`src/core/abte_pkg.sv`:
```
// How it works
// - Add immediate sums W and an 8-bit literal into W, updating C, DC, Z.
// - Add file sums W and the addressed file register, result to chosen destination.
// - Destination select 0 writes W, 1 writes back the addressed file register.
// - AND immediate masks W with a literal into W, updating only Z.
// - AND file masks W with the file register, to chosen destination, only Z.
// - Bit clear forces one chosen bit of the file register to zero, flags untouched.
// - Bit set forces one chosen bit of the file register to one, flags untouched.
// - Skip-if-clear discards the next instruction when the bit is zero, two cycles.
// - Skip-if-set discards the next instruction when the bit is one, two cycles.
// - Bit tests alter no flag and never write the tested register.
// - Read-modify-write of an I/O register reads pin levels, not the latch, except back-to-back, where it takes the forwarded computed value.
// - File write of timer0 count clears the prescaler when assigned to timer0.
package abte_pkg;

  localparam int          DATA_W          = 8;
  localparam int          FADDR_W         = 7;
  localparam int          BIDX_W          = 3;
  localparam int          APB_AW          = 8;

  // Register byte offsets
  localparam logic [7:0]  OFS_CTRL        = 8'h00;
  localparam logic [7:0]  OFS_WREG        = 8'h04;
  localparam logic [7:0]  OFS_STATUS      = 8'h08;
  localparam logic [7:0]  OFS_LAST        = 8'h0C;

  // Field positions
  localparam int          CTRL_EN_BIT     = 0;
  localparam int          STAT_C_BIT      = 0;
  localparam int          STAT_DC_BIT     = 1;
  localparam int          STAT_Z_BIT      = 2;
  localparam int          STAT_SKIP_BIT   = 3;
  localparam int          LAST_DEST_BIT   = 8;

  // Values after reset
  localparam logic        CTRL_EN_RST     = 1'b1;
  localparam logic [7:0]  WREG_RST        = 8'h00;
  localparam logic [7:0]  LAST_RST        = 8'h00;

  // File address of the timer0 count register
  localparam logic [6:0]  TIMER0_ADDR     = 7'h01;

  // Cycles a taken skip occupies
  localparam int          SKIP_CYCLES     = 2;

  localparam logic        DEST_W          = 1'b0;
  localparam logic        DEST_FILE       = 1'b1;

  typedef enum logic [7:0] {
    add_immediate_op = 8'h01,
    add_file_op      = 8'h02,
    and_immediate_op = 8'h04,
    and_file_op      = 8'h08,
    bit_clear_op     = 8'h10,
    bit_set_op       = 8'h20,
    skip_if_clear_op = 8'h40,
    skip_if_set_op   = 8'h80
  } abte_op_t;

  typedef enum logic [1:0] {
    ST_RUN  = 2'h1,
    ST_SKIP = 2'h2
  } abte_state_t;

  typedef struct packed {
    abte_op_t          op;
    logic [6:0]        faddr;
    logic [2:0]        bidx;
    logic [7:0]        lit;
    logic              dest;
  } abte_instr_t;

  typedef struct packed {
    logic              c;
    logic              dc;
    logic              z;
  } abte_flags_t;

  typedef struct packed {
    logic              we;
    logic [6:0]        addr;
    logic [7:0]        data;
  } abte_fwr_t;

endpackage

```
`src/core/abte_core.sv`:
```
`timescale 1ns/100ps
module abte_core
  import abte_pkg::*;
(
  input  wire logic         mclk,
  input  wire logic         sys_rst,
  input  wire logic         psel,
  input  wire logic         penable,
  input  wire logic         pwrite,
  input  wire logic [7:0]   paddr,
  input  wire logic [31:0]  pwdata,
  output logic      [31:0]  prdata,
  output logic              pready,
  output logic              pslverr,
  input  wire logic         instr_valid,
  input  abte_instr_t       instr,
  output logic              instr_ready,
  output logic              skip_nop,
  output abte_flags_t       flags,
  output logic      [7:0]   w_value,
  output logic      [6:0]   file_raddr,
  output logic              file_rd_pins,
  input  wire logic [7:0]   file_rdata,
  output abte_fwr_t         file_wr,
  input  wire logic         presc_to_timer0,
  output logic              presc_clr
);

  abte_state_t  state_r;
  abte_state_t  state_nxt;
  logic         ctrl_en_r;
  logic [7:0]   w_r;
  logic [7:0]   w_nxt;
  abte_flags_t  flags_r;
  abte_flags_t  flags_nxt;
  abte_fwr_t    fwr_r;
  abte_fwr_t    fwr_nxt;
  logic         presc_clr_r;
  logic         presc_clr_nxt;
  logic [7:0]   last_r;
  logic         last_dest_r;
  logic         skip_seen_r;

  logic         take;
  logic         exec;
  logic         is_file_byte;
  logic         is_bit_rmw;
  logic         is_test;
  logic         writes_file;
  logic         writes_w;
  logic [7:0]   fval;
  logic [7:0]   mask;
  logic [7:0]   result;
  logic         carry;
  logic         dcarry;
  logic         zero;
  logic         bit_val;
  logic         skip_taken;

  logic         apb_access;
  logic         apb_wr;
  logic         apb_rd;
  logic         addr_hit;
  logic         addr_ro;
  logic         wr_ctrl;
  logic         wr_wreg;
  logic         wr_status;
  logic [31:0]  rd_mux;

  // Instruction acceptance

  // Every instruction is consumed in one cycle; a skip slot consumes and drops one
  assign instr_ready = ctrl_en_r;
  assign take        = instr_valid && instr_ready;
  assign skip_nop    = (state_r == ST_SKIP);
  assign exec        = take && (state_r == ST_RUN);

  assign is_file_byte = (instr.op == add_file_op) || (instr.op == and_file_op);
  assign is_bit_rmw   = (instr.op == bit_clear_op) || (instr.op == bit_set_op);
  assign is_test      = (instr.op == skip_if_clear_op) || (instr.op == skip_if_set_op);

  always_comb
  begin
    writes_file = 1'b0;
    writes_w    = 1'b0;
    case (instr.op)
      add_immediate_op,
      and_immediate_op:
      begin
        writes_w = 1'b1;
      end
      add_file_op,
      and_file_op:
      begin
        writes_file = (instr.dest == DEST_FILE);
        writes_w    = (instr.dest == DEST_W);
      end
      bit_clear_op,
      bit_set_op:
      begin
        writes_file = 1'b1;
      end
      default:
      begin
        writes_file = 1'b0;
        writes_w    = 1'b0;
      end
    endcase
  end

  // File read side

  assign file_raddr   = instr.faddr;
  // Pin levels requested whenever the value read will be written back
  assign file_rd_pins = instr_valid && ((is_file_byte && instr.dest == DEST_FILE) || is_bit_rmw);

  // Forward a pending write so back-to-back access to one register sees the new value.
  // Limitation: a forwarded I/O value is the computed one, not a fresh pin sample.
  assign fval = (fwr_r.we && fwr_r.addr == instr.faddr) ? fwr_r.data : file_rdata;

  abte_bitmask #(
    .IDX_W   (BIDX_W)
  ) u_mask (
    .idx     (instr.bidx),
    .mask    (mask)
  );

  abte_alu u_alu (
    .op      (instr.op),
    .w       (w_r),
    .fval    (fval),
    .lit     (instr.lit),
    .mask    (mask),
    .result  (result),
    .carry   (carry),
    .dcarry  (dcarry),
    .zero    (zero),
    .bit_val (bit_val)
  );

  always_comb
  begin
    case (instr.op)
      skip_if_clear_op: skip_taken = exec && !bit_val;
      skip_if_set_op:   skip_taken = exec && bit_val;
      default:          skip_taken = 1'b0;
    endcase
  end

  // Skip sequencer

  always_comb
  begin
    case (state_r)
      ST_RUN:
      begin
        state_nxt = skip_taken ? ST_SKIP : ST_RUN;
      end
      ST_SKIP:
      begin
        // Waits for the discarded instruction so the skip really lasts two slots
        state_nxt = take ? ST_RUN : ST_SKIP;
      end
      default:
      begin
        state_nxt = ST_RUN;
      end
    endcase
  end

  always_ff @(posedge mclk or posedge sys_rst)
  begin
    if (sys_rst)
      state_r <= ST_RUN;
    else
      state_r <= state_nxt;
  end

  always_ff @(posedge mclk or posedge sys_rst)
  begin
    if (sys_rst)
      skip_seen_r <= 1'b0;
    else if (skip_taken)
      skip_seen_r <= 1'b1;
    else if (wr_status && pwdata[STAT_SKIP_BIT])
      skip_seen_r <= 1'b0;
  end

  // Working accumulator

  always_comb
  begin
    w_nxt = w_r;
    if (exec && writes_w)
      w_nxt = result;
    else if (wr_wreg)
      w_nxt = pwdata[7:0];
  end

  always_ff @(posedge mclk or posedge sys_rst)
  begin
    if (sys_rst)
      w_r <= WREG_RST;
    else
      w_r <= w_nxt;
  end

  // Status flags; instruction updates take priority over software writes

  always_comb
  begin
    flags_nxt = flags_r;
    if (exec && (instr.op == add_immediate_op || instr.op == add_file_op))
    begin
      flags_nxt.c  = carry;
      flags_nxt.dc = dcarry;
      flags_nxt.z  = zero;
    end
    else if (exec && (instr.op == and_immediate_op || instr.op == and_file_op))
    begin
      flags_nxt.z  = zero;
    end
    else if (exec && (is_bit_rmw || is_test))
    begin
      flags_nxt = flags_r;
    end
    else if (wr_status)
    begin
      flags_nxt.c  = pwdata[STAT_C_BIT];
      flags_nxt.dc = pwdata[STAT_DC_BIT];
      flags_nxt.z  = pwdata[STAT_Z_BIT];
    end
  end

  always_ff @(posedge mclk or posedge sys_rst)
  begin
    if (sys_rst)
      flags_r <= '0;
    else
      flags_r <= flags_nxt;
  end

  // File write port and prescaler clear

  always_comb
  begin
    fwr_nxt       = '0;
    presc_clr_nxt = 1'b0;
    if (exec && writes_file)
    begin
      fwr_nxt.we    = 1'b1;
      fwr_nxt.addr  = instr.faddr;
      fwr_nxt.data  = result;
      presc_clr_nxt = (instr.faddr == TIMER0_ADDR) && presc_to_timer0;
    end
  end

  always_ff @(posedge mclk or posedge sys_rst)
  begin
    if (sys_rst)
    begin
      fwr_r       <= '0;
      presc_clr_r <= 1'b0;
    end
    else
    begin
      fwr_r       <= fwr_nxt;
      presc_clr_r <= presc_clr_nxt;
    end
  end

  always_ff @(posedge mclk or posedge sys_rst)
  begin
    if (sys_rst)
    begin
      last_r      <= LAST_RST;
      last_dest_r <= 1'b0;
    end
    else if (exec && (writes_w || writes_file))
    begin
      last_r      <= result;
      last_dest_r <= writes_file;
    end
  end

  assign file_wr   = fwr_r;
  assign presc_clr = presc_clr_r;
  assign flags     = flags_r;
  assign w_value   = w_r;

  // APB slave, zero wait states

  assign pready     = 1'b1;
  assign apb_access = psel && penable;
  assign apb_wr     = apb_access && pwrite;
  assign apb_rd     = apb_access && !pwrite;

  always_comb
  begin
    addr_hit = 1'b1;
    addr_ro  = 1'b0;
    case (paddr)
      OFS_CTRL:   addr_ro = 1'b0;
      OFS_WREG:   addr_ro = 1'b0;
      OFS_STATUS: addr_ro = 1'b0;
      OFS_LAST:   addr_ro = 1'b1;
      default:    addr_hit = 1'b0;
    endcase
  end

  assign wr_ctrl   = apb_wr && (paddr == OFS_CTRL);
  assign wr_wreg   = apb_wr && (paddr == OFS_WREG);
  assign wr_status = apb_wr && (paddr == OFS_STATUS);
  // Unmapped address or a write to a read-only word is refused
  assign pslverr   = apb_access && (!addr_hit || (pwrite && addr_ro));

  always_ff @(posedge mclk or posedge sys_rst)
  begin
    if (sys_rst)
      ctrl_en_r <= CTRL_EN_RST;
    else if (wr_ctrl)
      ctrl_en_r <= pwdata[CTRL_EN_BIT];
  end

  always_comb
  begin
    rd_mux = 32'h0000_0000;
    case (paddr)
      OFS_CTRL:
      begin
        rd_mux[CTRL_EN_BIT] = ctrl_en_r;
      end
      OFS_WREG:
      begin
        rd_mux[7:0] = w_r;
      end
      OFS_STATUS:
      begin
        rd_mux[STAT_C_BIT]    = flags_r.c;
        rd_mux[STAT_DC_BIT]   = flags_r.dc;
        rd_mux[STAT_Z_BIT]    = flags_r.z;
        rd_mux[STAT_SKIP_BIT] = skip_seen_r;
      end
      OFS_LAST:
      begin
        rd_mux[7:0]           = last_r;
        rd_mux[LAST_DEST_BIT] = last_dest_r;
      end
      default:
      begin
        rd_mux = 32'h0000_0000;
      end
    endcase
  end

  // Read data is held in a flop, loaded in the setup cycle
  always_ff @(posedge mclk or posedge sys_rst)
  begin
    if (sys_rst)
      prdata <= 32'h0000_0000;
    else if (psel && !penable && !pwrite)
      prdata <= rd_mux;
  end

endmodule

```
`src/core/abte_bitmask.sv`:
```
`timescale 1ns/100ps
module abte_bitmask
  import abte_pkg::*;
#(
  parameter int IDX_W = 3
)
(
  input  wire logic [IDX_W-1:0]      idx,
  output logic      [(1<<IDX_W)-1:0] mask
);

  always_comb
  begin
    mask      = '0;
    mask[idx] = 1'b1;
  end

endmodule

```
`src/core/abte_alu.sv`:
```
`timescale 1ns/100ps
module abte_alu
  import abte_pkg::*;
(
  input  abte_op_t          op,
  input  wire logic [7:0]   w,
  input  wire logic [7:0]   fval,
  input  wire logic [7:0]   lit,
  input  wire logic [7:0]   mask,
  output logic      [7:0]   result,
  output logic              carry,
  output logic              dcarry,
  output logic              zero,
  output logic              bit_val
);

  logic [7:0] operand;
  logic [8:0] sum;
  logic [4:0] nib;

  // Literal forms take k, file forms take f
  assign operand = (op == add_immediate_op || op == and_immediate_op) ? lit : fval;
  assign sum     = {1'b0, w} + {1'b0, operand};
  assign nib     = {1'b0, w[3:0]} + {1'b0, operand[3:0]};
  assign carry   = sum[8];
  assign dcarry  = nib[4];
  assign bit_val = |(fval & mask);

  always_comb
  begin
    case (op)
      add_immediate_op,
      add_file_op:      result = sum[7:0];
      and_immediate_op,
      and_file_op:      result = w & operand;
      bit_clear_op:     result = fval & ~mask;
      bit_set_op:       result = fval | mask;
      default:          result = fval;
    endcase
  end

  assign zero = (result == 8'h00);

endmodule

```
`config.mk`:
```
export PLATFORM = sky130hd
export DESIGN_NAME = abte_core
export DESIGN_NICKNAME = d
export VERILOG_FILES = /design/src/core/abte_pkg.sv /design/src/core/abte_core.sv /design/src/core/abte_bitmask.sv /design/src/core/abte_alu.sv
export SDC_FILE = /design/constraint.sdc
export NUM_CORES = 1
export LEC_CHECK = 0
export ABC_AREA = 1
export BUFFER_PORTS_ARGS = -buffer_cell sky130_fd_sc_hd__buf_2
export CAP_MARGIN = 15
export CORE_ASPECT_RATIO = 1.5
export CORE_MARGIN = 2
export CORE_UTILIZATION = 35
export DETAILED_ROUTE_END_ITERATION = 10
export HOLD_SLACK_MARGIN = 0.15
export PLACE_DENSITY = 0.63
export SLEW_MARGIN = 20
export SYNTH_ARGS = -nofsm -noshare
export SYNTH_HDL_FRONTEND = slang
export SYNTH_SLANG_ARGS = --single-unit
```
`constraint.sdc`:
```
create_clock -name mclk -period 2.5 [get_ports mclk]
set_input_delay 0.25 -clock mclk [delete_from_list [all_inputs] [get_ports mclk]]
set_output_delay 0.25 -clock mclk [all_outputs]
set_load 0.02 [all_outputs]
```
==> results <==
- The number of clock sinks seen by CTS is 50.
- The placed instances occupy a cell area of approximately 0.0053 mm^2.
- The maximum number of pins on one net before global-route repair is a little over 50.
- The max-capacitance violation count is 0.
- Wires add up to roughly 15 mm.
- The net switching power is 608 uW.
- The cell at the root of the clock tree is clkbuf_16.
- The unique cell type count in the Yosys netlist is 42.
- The internal cell power is 1540 uW.
- Setup violations remaining at the end of the flow were counted as 24.
- The worst-case hold slack is 0.124 ns.
- The time the final worst path needs with I/O delays and setup is ~3.1 ns.
- The number of rows created at floorplan is 48.
- The detail route stage leaves a number of antenna-violating nets equal to 0.
- The clock share of power is 0.376.
- Static timing analysis puts the maximum clock frequency at 320 MHz.
- The logic gate share of total power is 0.233.
- The layout overhead on the synthesized area is 50.8%.
- In this run the power density over the cells is around 350 mW/mm^2.
- The worst setup path is captured at a flop.
- The placed instance count is between 900 and 1000.
- In the global route stage, met3 resource usage came out at 0.0233.
- The number of antenna violations at the first check in global routing is 0.
- The clock latency on the worst-skew pair is 0.29 ns.
- The post-synthesis cell area is approximately 0.0041 mm^2.
- For the pin with the worst max-slew slack, the measured transition is 0.654 ns.
- The number of ports placed on the die boundary is 154.
- The number of global-route vias before repair is between 4000 and 5000.
- The number of warnings issued by yosys is 0.
- The worst clock skew is between 0.006 and 0.007 ns.
- The commonest register cell after synthesis is dfrtp_1.
- The number of synthesized flops with an enable pin is 0.
- The run finished, with violations left.
- The worst hold path belongs to the class in -> async.
- For this configuration, the core starts out at a cell density of 0.357.
- The total number of vias is 4729.
- Across every metal layer, demand over resource in global routing totals 0.225.
- The H-tree depth is 2.
- Counting every instance in the synthesized netlist gives between 500 and 600.
- The area enclosed by the die boundary is roughly 0.013 mm^2.
- The fraction of the cycle the final worst path needs is 1.25.
- The most common cell after layout, fill and taps aside is nand2_1.
- Setup repair after global routing could not meet its margin everywhere.
- The via density per instance is 4.89.
- The total clock buffers created by CTS is 5.
- The first global-routing pass estimated 22.4 mm of wire.
- The critical path is of the reg -> reg type.
- For this run, global-route usage on met2 was measured as 0.426.
- For this run the aggregate overflow at the end of global routing stands at 0.
- After clock tree synthesis, the clock-pin slew on the worst setup and hold paths is 0.07 ns.
- The finished cells cover roughly 0.0061 mm^2.
- The layout filler cell count is between 1000 and 1500.
- Of all nets on the critical path, the largest fanout is 7.
- Measured against its own limit, the worst slew margin works out to 0.564.
- The longest clock path from root to sink contains 2 buffers.
- The worst setup slack after layout is -0.622 ns.
- The most congested layer reported by global routing is met2.
- In this run the mean area of a mapped cell was roughly 6.8 um^2.
- For this block, the initial DRC count from the detailed router was about 210.
- The worst-case IR drop observed on VDD is 0.365 mV.
- The iteration count of the initial detailed-routing pass is 4.
- The sum of net half-perimeters after detailed placement is around 11 mm.
- The switching fraction of total power is 0.283.
- The number of nets at the end of the flow is around 910.
- The chip width is a little over 90 um.
- Of all flip-flops after synthesis, the portion carrying an async set or reset was 1.00.
- In the final routed layout, each cell accounts on average for 15.0 um.
- The part of the Yosys area used for sequential elements is 0.308.
- The fraction of final layout cells sized beyond drive strength 1 is 0.439.
- The max-slew violation total from the final report is 0.
- The count of non-filler cells in the finished layout is ~970.
- The completed layout was analyzed and its total power is approximately 2100 uW.
- Port buffering added roughly 110 buffers.
- TritonCTS built the clock tree.
- STA puts the critical path data arrival time at approximately 3.3 ns.
- The analysis attributes to cell leakage a power of 0.00331 uW.
- For this run, design rule violations remaining after detail routing come to 0.
- The hold violation total from the final report was 0.
- The die outline height is roughly 140 um.
- The number of synthesized register bits is 50.
- The part of the power in registers is 0.391.
- The final reports fail on negative setup slack.
- The core area is 0.0114 mm^2.
- The worst setup path is launched from a flop.
- The diode insertion count for antenna repair is 0.
- At the worst endpoint, the required time is 2.71 ns.
- In the layout the commonest cells are nand2_1 (131), buf_4 (106), buf_2 (105).
- The global placer's final weighted congestion is about 0.96.
- The met1 layer usage reported by global route is 0.253.
-- power groups by stage --
stage	Combinational, uW	Sequential [uW]	Clock, uW
2_1_floorplan	247	870	0
3_3_place_gp	421	856	0
3_5_place_dp	427	856	0
4_1_cts	467	841	819
5_1_grt	546	842	846
6_report	501	841	808
-- worst paths after layout --
kind	startpoint	slack (ns)	cells past startpoint	endpoint
min	sys_rst	0.12	3	presc_clr
max in group asynchronous	sys_rst	1.90	3	file_wr[10]
min in group mclk	presc_to_timer0	0.23	3	presc_clr
max reg2reg	file_wr[10]	-0.62	18	flags[0]
min reg2reg	last_r[6]	0.48	2	last_r[6]
max	file_wr[10]	-0.62	18	flags[0]
-- cell families after synthesis --
family                   Yosys count  synth area share
AO/OA/AOI/OAI                     88             0.123
XOR/XNOR                           3           0.00646
multiplexers                       2           0.00553
flip-flops                        50             0.308
buffers and inverters            134             0.153
adder cells (fa/ha/maj)           11            0.0357
AND/OR/NAND/NOR                  309             0.366
other                              2           0.00185
-- Yosys cell counts (2+ instances only) --
cell / count / area share
nand3b_1: 8 / 0.015
dfrtp_1: 48 / 0.30
inv_2: 11 / 0.010
nand2_1: 145 / 0.13
a31oi_1: 10 / 0.015
inv_1: 87 / 0.080
a221oi_1: 2 / 0.0043
ha_1: 10 / 0.031
nand3_1: 48 / 0.059
o21ai_1: 6 / 0.0074
o21ai_0: 30 / 0.037
nor2_1: 51 / 0.047
nand2_4: 3 / 0.0083
nor3_2: 2 / 0.0049
xnor2_1: 3 / 0.0065
buf_4: 32 / 0.059
a2bb2oi_1: 4 / 0.0086
conb_1: 2 / 0.0018
mux2_2: 2 / 0.0055
nand2_2: 9 / 0.014
nor2_4: 9 / 0.025
dfstp_2: 2 / 0.013
a21oi_1: 31 / 0.038
nor2_2: 5 / 0.0077
nor3_1: 14 / 0.017
nand4_1: 5 / 0.0077
nand3_2: 5 / 0.012
-- stage by stage --
step	utilization	setup slack, ns	setup TNS [ns]
after floorplan	-	-0.114	-0.203
after global placement	0.466	-0.546	-8.30
after detailed placement	0.466	-0.564	-8.95
after CTS	0.514	-0.465	-6.23
after global routing	0.538	-0.834	-13.95
final	0.538	-0.622	-9.14
-- per-layer routing --
| metal | routed length (um) | share of wire | vias to the layer above |
|---|---|---|---|
| met5 | 0 | 0 | - |
| li1 | - | - | 2299 |
| met4 | 580 | 0.040 | 0 |
| met2 | 7820 | 0.54 | 175 |
| met3 | 642 | 0.044 | 37 |
| met1 | 5510 | 0.38 | 2218 |
-- worst max-delay path, cell delays in order (launching register included) --
cell,delay [ns]
dfrtp_2,0.42
xnor2_2,0.18
nand2_2,0.08
nor2_4,0.25
nand3_4,0.11
a31oi_4,0.21
ha_4,0.17
inv_2,0.04
fa_2,0.36
inv_2,0.09
nand3_2,0.08
nand3_4,0.08
xnor2_2,0.13
nor2_2,0.06
a21oi_2,0.15
nand3_2,0.13
nor2_2,0.13
nand4_1,0.17
a21oi_2,0.19
-- sequential cells by signal, indices dropped and copies added, names as in the netlist --
signal,flops
state_r,2
last_dest_r,1
flags,3
instr_ready,1
prdata,9
presc_clr,1
last_r,8
skip_seen_r,1
file_wr,16
w_value,8
-- area by class of cell --
class	count	area, um^2	share of cell area
clock buffers	6	139	0.0226
clock inverters	2	38.8	0.00632
inverters	99	372	0.0605
multi-input cells	437	2680	0.437
flip-flops and latches	50	1260	0.206
well taps	150	188	0.0306
repair buffers	223	1460	0.237
-- timing repair --
| action | in CTS | in global routing |
|---|---|---|
| hold buffers | 0 | 0 |
| gates resized for setup | 56 | 32 |
| pin swaps | 35 | 21 |
| setup buffers | 18 | 16 |
| endpoints found under the setup margin | 24 | 24 |
Power figures use the tool's default switching activity.
